File: src/common/ild_consts.svh
`ifndef ILD_CONSTS_SVH
`define ILD_CONSTS_SVH

`define ILD_ADDR_CTRL       12'h000
`define ILD_ADDR_PRELOAD    12'h004
`define ILD_ADDR_START      12'h008
`define ILD_ADDR_RESET      12'h00C
`define ILD_ADDR_THRESH     12'h010
`define ILD_ADDR_STATUS     12'h014
`define ILD_ADDR_LVL0       12'h018
`define ILD_ADDR_LVL1       12'h01C
`define ILD_ADDR_LVL2       12'h020

`define ILD_CTRL_TWOS       0
`define ILD_CTRL_INTERP     1
`define ILD_CTRL_ONESHOT    2
`define ILD_PRE_LO          14
`define ILD_PRE_HI          29
`define ILD_PRE_SYNC_EN     17
`define ILD_PRE_LSB_ONES    23
`define ILD_STAT_READY      0
`define ILD_STAT_RUN        1

`define ILD_SAMPLE_W        14
`define ILD_ACC_W           32
`define ILD_CNT_W           18
`define ILD_RST_PERIOD_NS   100
`define ILD_CLK_PERIOD_NS   10
`define ILD_RST_CYCLES      (`ILD_RST_PERIOD_NS / `ILD_CLK_PERIOD_NS)

`endif

File: src/common/ild_pkg.sv
package ild_pkg;
    typedef enum logic [1:0] {
        ILD_IDLE = 2'b01,
        ILD_RUN  = 2'b10
    } ild_state_e;
    typedef logic [11:0] ild_addr_t;
endpackage

File: src/rtl/ild_input_stage.sv
`timescale 1ns/1ps
`default_nettype none
`include "ild_consts.svh"
module ild_input_stage #(
    parameter int W = `ILD_SAMPLE_W
) (
    input  wire logic         pclk,
    input  wire logic         rst_n,
    input  wire logic [W-1:0] sample_in,
    input  wire logic         sample_en,
    input  wire logic         twos_fmt,
    input  wire logic         interp,
    output logic [W-1:0]      sample_out,
    output logic              sample_valid
);
    always_ff @(posedge pclk or negedge rst_n) begin
        if (!rst_n) begin
            sample_out   <= '0;
            sample_valid <= 1'b0;
        end else if (interp) begin
            sample_valid <= 1'b1;
            sample_out   <= sample_en ? (twos_fmt ? sample_in
                            : {~sample_in[W-1], sample_in[W-2:0]}) : '0;
        end else begin
            sample_valid <= sample_en;
            if (sample_en) begin
                sample_out <= twos_fmt ? sample_in
                            : {~sample_in[W-1], sample_in[W-2:0]};
            end
        end
    end
endmodule // ild_input_stage
`default_nettype wire

File: src/rtl/ild_level_detector.sv
// Our own choices: the address map and the APB slave port.
`timescale 1ns/1ps
`default_nettype none
`include "ild_consts.svh"
module ild_level_detector #(
    parameter int SW = `ILD_SAMPLE_W
) (
    input  wire logic                  pclk,
    input  wire logic                  presetn,
    input  wire logic                  psel,
    input  wire logic                  penable,
    input  wire logic                  pwrite,
    input  wire ild_pkg::ild_addr_t    paddr,
    input  wire logic [31:0]           pwdata,
    output logic [31:0]                prdata,
    output logic                       pready,
    output logic                       pslverr,
    input  wire logic [SW-1:0]         adc_sample,
    input  wire logic                  input_sample_enable,
    input  wire logic                  front_sync_input,
    output logic [SW-1:0]              filter_sample,
    output logic                       filter_valid,
    output logic                       result_ready
);
    import ild_pkg::*;

    logic [31:0]           ctrl;
    logic [31:0]           preload_cfg;
    logic [31:0]           thresh;
    logic [SW-1:0]         adc_s1, adc_s2;
    logic                  en_s1, en_s2;
    logic                  sync_s1, sync_s2, sync_s3;
    logic [3:0]            rst_cnt;
    logic                  fe_rst_n;
    logic                  fe_rst_q;
    logic [SW-1:0]         smp;
    logic                  smp_valid;
    logic [`ILD_ACC_W-1:0] acc;
    logic [`ILD_CNT_W-1:0] cnt;
    logic [22:0]           held;
    ild_state_e            state;
    logic                  start_wr;
    logic                  sync_start;
    logic                  restart;
    logic                  terminal;
    logic                  bus_wr;
    logic                  bus_rd;
    logic                  mapped;
    logic [`ILD_CNT_W-1:0] preload_val;
    logic [`ILD_ACC_W-1:0] term;
    logic [31:0]           next_rdata;
    logic [31:0]           status_word;
    logic                  overrun;
    logic                  setup;
    logic                  wr_ctrl;
    logic                  wr_pre;
    logic                  wr_thr;
    logic                  wr_reset;
    logic                  rd_status;
    logic                  rd_lvl2;
    logic                  sync_rise;
    logic                  accept;

    function automatic logic [SW-1:0] sample_mag(input logic [SW-1:0] s);
        // The most negative code maps to its unsigned magnitude
        return s[SW-1] ? (~s + 1'b1) : s;
    endfunction

    function automatic logic [`ILD_ACC_W-1:0] mag_plus_thr(input logic [SW-1:0] s,
                                                        input logic [31:0] t);
        return `ILD_ACC_W'({{(`ILD_ACC_W-SW){1'b0}}, sample_mag(s)} + t);
    endfunction

    function automatic logic reg_hit(input ild_addr_t a, input ild_addr_t off);
        return a == off;
    endfunction

    function automatic logic addr_mapped(input ild_addr_t a);
        logic ok;
        ok = 1'b0;
        unique case (a)
            `ILD_ADDR_CTRL:    ok = 1'b1;
            `ILD_ADDR_PRELOAD: ok = 1'b1;
            `ILD_ADDR_START:   ok = 1'b1;
            `ILD_ADDR_RESET:   ok = 1'b1;
            `ILD_ADDR_THRESH:  ok = 1'b1;
            `ILD_ADDR_STATUS:  ok = 1'b1;
            `ILD_ADDR_LVL0:    ok = 1'b1;
            `ILD_ADDR_LVL1:    ok = 1'b1;
            `ILD_ADDR_LVL2:    ok = 1'b1;
            default:           ok = 1'b0;
        endcase
        return ok;
    endfunction

    assign bus_wr = psel && penable && pwrite;
    assign bus_rd = psel && penable && !pwrite;
    assign mapped    = addr_mapped(paddr);
    assign setup     = psel && !penable;
    assign wr_ctrl   = bus_wr && reg_hit(paddr, `ILD_ADDR_CTRL);
    assign wr_pre    = bus_wr && reg_hit(paddr, `ILD_ADDR_PRELOAD);
    assign wr_thr    = bus_wr && reg_hit(paddr, `ILD_ADDR_THRESH);
    assign wr_reset  = bus_wr && reg_hit(paddr, `ILD_ADDR_RESET);
    assign rd_status = bus_rd && reg_hit(paddr, `ILD_ADDR_STATUS);
    assign rd_lvl2   = bus_rd && reg_hit(paddr, `ILD_ADDR_LVL2);

    // Pin inputs double synchronised
    always_ff @(posedge pclk or negedge presetn) begin
        if (!presetn) begin
            adc_s1 <= '0;
            adc_s2 <= '0;
        end else begin
            adc_s1 <= adc_sample;
            adc_s2 <= adc_s1;
        end
    end

    always_ff @(posedge pclk or negedge presetn) begin
        if (!presetn) begin
            en_s1 <= 1'b0;
            en_s2 <= 1'b0;
        end else begin
            en_s1 <= input_sample_enable;
            en_s2 <= en_s1;
        end
    end

    // Third stage only remembers the last level for edge detection
    always_ff @(posedge pclk or negedge presetn) begin
        if (!presetn) begin
            sync_s1 <= 1'b0;
            sync_s2 <= 1'b0;
            sync_s3 <= 1'b0;
        end else begin
            sync_s1 <= front_sync_input;
            sync_s2 <= sync_s1;
            sync_s3 <= sync_s2;
        end
    end

    // Stretched software reset of the front end
    always_ff @(posedge pclk or negedge presetn) begin
        if (!presetn) begin
            rst_cnt <= '0;
        end else if (wr_reset) begin
            rst_cnt <= 4'(`ILD_RST_CYCLES);
        end else if (rst_cnt != '0) begin
            rst_cnt <= rst_cnt - 4'h1;
        end
    end

    // The front end leaves reset one edge after the count runs out
    always_ff @(posedge pclk or negedge presetn) begin
        if (!presetn) begin
            fe_rst_q <= 1'b0;
        end else begin
            fe_rst_q <= (rst_cnt == '0);
        end
    end
    assign fe_rst_n = presetn && fe_rst_q;

    // Format conversion and gating or zero stuffing
    ild_input_stage #(.W(SW)) u_in (
        .pclk         (pclk),
        .rst_n        (fe_rst_n),
        .sample_in    (adc_s2),
        .sample_en    (en_s2),
        .twos_fmt     (ctrl[`ILD_CTRL_TWOS]),
        .interp       (ctrl[`ILD_CTRL_INTERP]),
        .sample_out   (smp),
        .sample_valid (smp_valid)
    );

    // Output stage toward the filters
    always_ff @(posedge pclk or negedge presetn) begin
        if (!presetn) begin
            filter_sample <= '0;
        end else begin
            filter_sample <= smp;
        end
    end

    always_ff @(posedge pclk or negedge presetn) begin
        if (!presetn) begin
            filter_valid <= 1'b0;
        end else begin
            filter_valid <= smp_valid;
        end
    end

    // Configuration registers
    always_ff @(posedge pclk or negedge presetn) begin
        if (!presetn) begin
            ctrl <= '0;
        end else if (wr_ctrl) begin
            ctrl <= {29'h0, pwdata[2:0]};
        end
    end

    always_ff @(posedge pclk or negedge presetn) begin
        if (!presetn) begin
            preload_cfg <= '0;
        end else if (wr_pre) begin
            preload_cfg <= pwdata;
        end
    end

    always_ff @(posedge pclk or negedge presetn) begin
        if (!presetn) begin
            thresh <= '0;
        end else if (wr_thr) begin
            thresh <= pwdata;
        end
    end

    assign preload_val = {preload_cfg[`ILD_PRE_HI:`ILD_PRE_LO],
                          {2{preload_cfg[`ILD_PRE_LSB_ONES]}}};
    assign start_wr    = bus_wr && reg_hit(paddr, `ILD_ADDR_START);
    assign sync_rise   = sync_s2 && !sync_s3;
    assign sync_start  = preload_cfg[`ILD_PRE_SYNC_EN] && sync_rise;
    assign restart     = start_wr || sync_start;
    assign accept      = (state == ILD_RUN) && smp_valid;
    assign term        = mag_plus_thr(smp, thresh);
    // A restart in the same cycle wins, so nothing is latched then
    assign terminal    = accept && !restart && (cnt == `ILD_CNT_W'(1));

    // Integration state: running or halted
    always_ff @(posedge pclk or negedge presetn) begin
        if (!presetn) begin
            state <= ILD_IDLE;
        end else begin
            unique case (state)
                ILD_IDLE: begin
                    if (restart) begin
                        state <= ILD_RUN;
                    end
                end
                ILD_RUN: begin
                    if (terminal && ctrl[`ILD_CTRL_ONESHOT]) begin
                        state <= ILD_IDLE;
                    end
                end
            endcase
        end
    end

    // Integration period down-counter
    always_ff @(posedge pclk or negedge presetn) begin
        if (!presetn) begin
            cnt <= '0;
        end else if (restart) begin
            cnt <= preload_val;
        end else if (terminal) begin
            cnt <= ctrl[`ILD_CTRL_ONESHOT] ? '0 : preload_val;
        end else if (accept) begin
            cnt <= cnt - `ILD_CNT_W'(1);
        end
    end

    // Accumulator; the terminal sample itself is not summed
    always_ff @(posedge pclk or negedge presetn) begin
        if (!presetn) begin
            acc <= '0;
        end else if (restart || terminal) begin
            acc <= '0;
        end else if (accept) begin
            acc <= acc + term;
        end
    end

    // Result holding register
    always_ff @(posedge pclk or negedge presetn) begin
        if (!presetn) begin
            held <= '0;
        end else if (terminal) begin
            held <= acc[`ILD_ACC_W-1 -: 23];
        end
    end

    // Ready flag: a latch in the same cycle as the clearing read wins
    always_ff @(posedge pclk or negedge presetn) begin
        if (!presetn) begin
            result_ready <= 1'b0;
        end else if (terminal) begin
            result_ready <= 1'b1;
        end else if (rd_lvl2) begin
            result_ready <= 1'b0;
        end
    end

    // A result latched while the previous one is unread is an overrun
    always_ff @(posedge pclk or negedge presetn) begin
        if (!presetn) begin
            overrun <= 1'b0;
        end else if (terminal && result_ready) begin
            overrun <= 1'b1;
        end else if (rd_status) begin
            overrun <= 1'b0;
        end
    end

    assign status_word = {29'h0, overrun, state == ILD_RUN, result_ready};

    always_comb begin
        next_rdata = '0;
        unique case (paddr)
            `ILD_ADDR_CTRL:    next_rdata = ctrl;
            `ILD_ADDR_PRELOAD: next_rdata = preload_cfg;
            `ILD_ADDR_THRESH:  next_rdata = thresh;
            `ILD_ADDR_STATUS:  next_rdata = status_word;
            `ILD_ADDR_LVL0:    next_rdata = {24'h0, held[7:0]};
            `ILD_ADDR_LVL1:    next_rdata = {24'h0, held[15:8]};
            `ILD_ADDR_LVL2:    next_rdata = {25'h0, held[22:16]};
            default:           next_rdata = '0;
        endcase
    end

    // APB slave: no wait states, read data and error registered
    always_ff @(posedge pclk or negedge presetn) begin
        if (!presetn) begin
            pready <= 1'b0;
        end else begin
            pready <= setup;
        end
    end

    always_ff @(posedge pclk or negedge presetn) begin
        if (!presetn) begin
            prdata <= '0;
        end else if (setup) begin
            prdata <= next_rdata;
        end
    end

    always_ff @(posedge pclk or negedge presetn) begin
        if (!presetn) begin
            pslverr <= 1'b0;
        end else begin
            pslverr <= setup && !mapped;
        end
    end
endmodule // ild_level_detector
`default_nettype wire

File: config.mk
export PLATFORM = sky130hd
export DESIGN_NAME = ild_level_detector
export DESIGN_NICKNAME = d
export VERILOG_FILES = /design/src/common/ild_pkg.sv /design/src/rtl/ild_input_stage.sv /design/src/rtl/ild_level_detector.sv
export VERILOG_INCLUDE_DIRS = /design/src /design/src/common
export SDC_FILE = /design/constraint.sdc
export NUM_CORES = 1
export LEC_CHECK = 0
export ABC_AREA = 1
export BUFFER_PORTS_ARGS = -buffer_cell sky130_fd_sc_hd__buf_2
export CAP_MARGIN = 20
export CELL_PAD_IN_SITES_DETAIL_PLACEMENT = 1
export CELL_PAD_IN_SITES_GLOBAL_PLACEMENT = 2
export CORE_AREA = 2 2 182 229
export DETAILED_ROUTE_END_ITERATION = 8
export DIE_AREA = 0 0 184 231
export PLACE_DENSITY = 0.87
export SETUP_SLACK_MARGIN = 0.5
export SLEW_MARGIN = 30
export SYNTH_ARGS = -nofsm -noshare
export SYNTH_HDL_FRONTEND = slang
export SYNTH_SLANG_ARGS = --single-unit
File: constraint.sdc
create_clock -name pclk -period 0.8 [get_ports pclk]
set_input_delay 0.04 -clock pclk [delete_from_list [all_inputs] [get_ports pclk]]
set_output_delay 0.04 -clock pclk [all_outputs]
set_load 0.1 [all_outputs]
==> results.md <==
* H-tree Lvls at 1
* Cell count of the worst reg-to-reg path at 17
* Post-Route M1 WL at 26000 um
* Min cycle time layout at 4.01 ns
* # diodes at 0
* Non-filler cells, final at 2691
* Layout cells sized above 1 at 0.510
* Cell Rows at 83
* Routed WL per cell at 27.7 um
* Post-route ant nets at 0
* Final worst slack at -3.21 ns
* Most used DFF post-synth: dfrtp_1
* Reg area at 6360 sq um
* Crit-path leading delay family: simple AND/OR/NAND/NOR gates
* Crit-path max FO at 5
* Pwr Density at 2330 nW/um^2
* Synth top area share at 0.465
* Chip Width at 184 um
* Worst clock skew at 0.0265 ns
* Placed cell count at 2512
* Seq cells post-synth at 246
* RR Endpoint: acc[26]
* Distinct cells, synth at 45
* Yosys warns at 0
* Wire length on met2 at 37400 um
* CTS tree: done
* Cells after Synth at 1609
* Pre-CTS setup slack at -2.55 ns
* Max VDD drop at 1.69 mV
* Multi-input logic area at 8170 sq um
* Highest routed metal layer: met4
* Global-route wire length before repair at 91400 um
* Root buf cell: clkbuf_16
* Gr ovfl total at 0
* Boundary pin count at 115
* R2R setup slack at -3.21 ns
* CP endpoint kind: register
* Most used cell, CP: nand2_1
* WP buf/inv at 1
* Die Ht at 231 um
* Clock transition at path regs at 0.07 ns
* Num CTS Buffers at 26
* Core footprint at 40500 sq um
* Setup violators final at 251
* Post-synthesis sequential area ratio at 0.467
* Total Routing Usage GR at 0.281
* CTS sink cnt at 246
* Worst rel slew slack at 0.710
* Synth cell count leaders: 489 x nand2_1, 245 x dfrtp_1, 193 x inv_1
* Fmax at 249 MHz
* Total Wirelength at 74500 um
* Total power at 52200 uW
* Initial antenna violation count at 0
* Number of I/O port buffers at 114
* Worst path arrival time at 4.39 ns
* Crit path from: u_in.sample_out[2]
* Slowest stage cell, crit path: fa_2
* Initial Utilization at 0.326
* Leak pwr at 0.0113 uW
* Max stage delay on crit path at 0.56 ns
* Worst r2r src: u_in.sample_out[2]
* Pin slew with the least headroom to its limit at 0.433 ns
* # Max-Cap Violations at 0
* Routability congestion estimate at 0.900
* Vias at 15218
* Post-synth EDFFs at 0
* Router iterations before antenna repair at 5
* Clk_lat worst skew at 0.57 ns
* Hold Buf Count CTS at 16
* Iteration-0 DRC Markers at 1039
* Max-slew violations at 0
* Period utilisation layout at 5.02
* Syn_area_per_cell at 8.20 sq um
* Mapped Area at 13200 sq um
* Worst-case clock buffer depth at 3
* Synth area leader: dfrtp_1
* Pin count of the biggest net entering global routing at 43
* Async set-reset flop share out of synthesis at 1.00
* Top-count cell post-synth: nand2_1
* Met3 routed wirelength at 4340 um
* Run status: finished with violations
* Number of global-route vias before repair at 15763
* Final #Nets at 2292
* WP depth at 17
* Hold slack at -0.562 ns
* Syn nets at 1740
* Synth area leaders: dfrtp_1 46%, nand2_1 14%, inv_1 5.5%
* Failing checks: negative hold slack, negative setup slack
* Fill cells at 4418
* Hold Path Class: in2async
* Syn-to-layout area delta at 69.7%
* Post-DP HPWL at 38500 um
* Final Hold Vio Count at 313
* DRC at 0
* Required time worst endpoint at 1.17 ns
* RSZ-0062 raised after global routing: true
* Vias per std cell at 5.66
* Crit-path cells: inv_2, nand2_4, nor2_4, nand4_1, nor2_2, nand4_1, nor4_4, fa_2, ha_4, a21oi_2, nand2_1, nand2_1, nand3_2, a21oi_2, nand3b_1, nand3_2, nand2_1
* Worst Setup Start Kind: register
* Crit Path Category: reg2reg
* Full die area at 42500 sq um
==> repair_timing <==
item                       4_1_cts  5_1_grt
hold endpoints to repair       330      313
setup endpoints to repair      294      294
pin swaps                       98      142
resized for setup              341      231
buffers inserted                53       51
gates cloned                     9        2
==> worst max path at each step <==
stage and to:
6_report acc[26], 5_1_grt acc[26], 4_1_cts acc[31], 3_5_place_dp acc[30], 3_3_place_gp acc[22], 2_1_floorplan acc[20]
==> state kept, by name, indices dropped and copies added, names as in the netlist, 2 cells and up <==
register,cells
acc,32
adc_s1,14
adc_s2,14
cnt,18
ctrl,3
filter_sample,14
held,23
prdata,32
preload_cfg,32
rst_cnt,4
state,2
thresh,32
u_in.sample_out,14
==> report_power, final <==
group	switching, uW	internal (uW)
clock	5750	6450
sequential	1130	13500
combinational	13700	11600
==> final cells by class <==
class / instances / area share
multi-input combinational: 1121 / 0.365
clock buffer: 41 / 0.0334
clock inverter: 7 / 0.00252
timing repair buffer: 568 / 0.251
tap: 510 / 0.0285
sequential: 246 / 0.284
inverter: 198 / 0.0350
==> layout by cell type, fill, tap and decap left out, drive strengths merged, types with 42 or more instances in the layout <==
cell	count
inv	196
clkbuf	42
o21ai	169
buf	551
a21oi	56
nand2	497
ha	51
nand3	92
nor2	118
dfrtp	245
==> routing by layer <==
metal  GRT usage  up-vias
met3      0.0339      451
li1            -     6251
met4       0.154        0
met2       0.526      857
met5           0        -
met1       0.306     7659
==> logic make-up after synthesis <==
| family | Yosys count | synth area share |
|---|---|---|
| adder cells (fa/ha/maj) | 66 | 0.0711 |
| AND/OR/NAND/NOR | 747 | 0.247 |
| XOR/XNOR | 33 | 0.0219 |
| flip-flops | 246 | 0.467 |
| AO/OA/AOI/OAI | 275 | 0.114 |
| buffers and inverters | 242 | 0.0782 |
==> metrics by stage <==
step / util / setup TNS [ns] / instance area, sq um / hold WS, ns
6_report: 0.553 / -185.23 / 22400 / -0.562
5_1_grt: 0.553 / -196.34 / 22400 / -0.554
4_1_cts: 0.518 / -147.79 / 21000 / -0.547
3_5_place_dp: 0.449 / -187.75 / 18200 / 0.0397
3_3_place_gp: 0.449 / -175.58 / 18200 / 0.0246
2_1_floorplan: - / -126.69 / 14000 / -0.256
(Power assumes the default switching activity.)
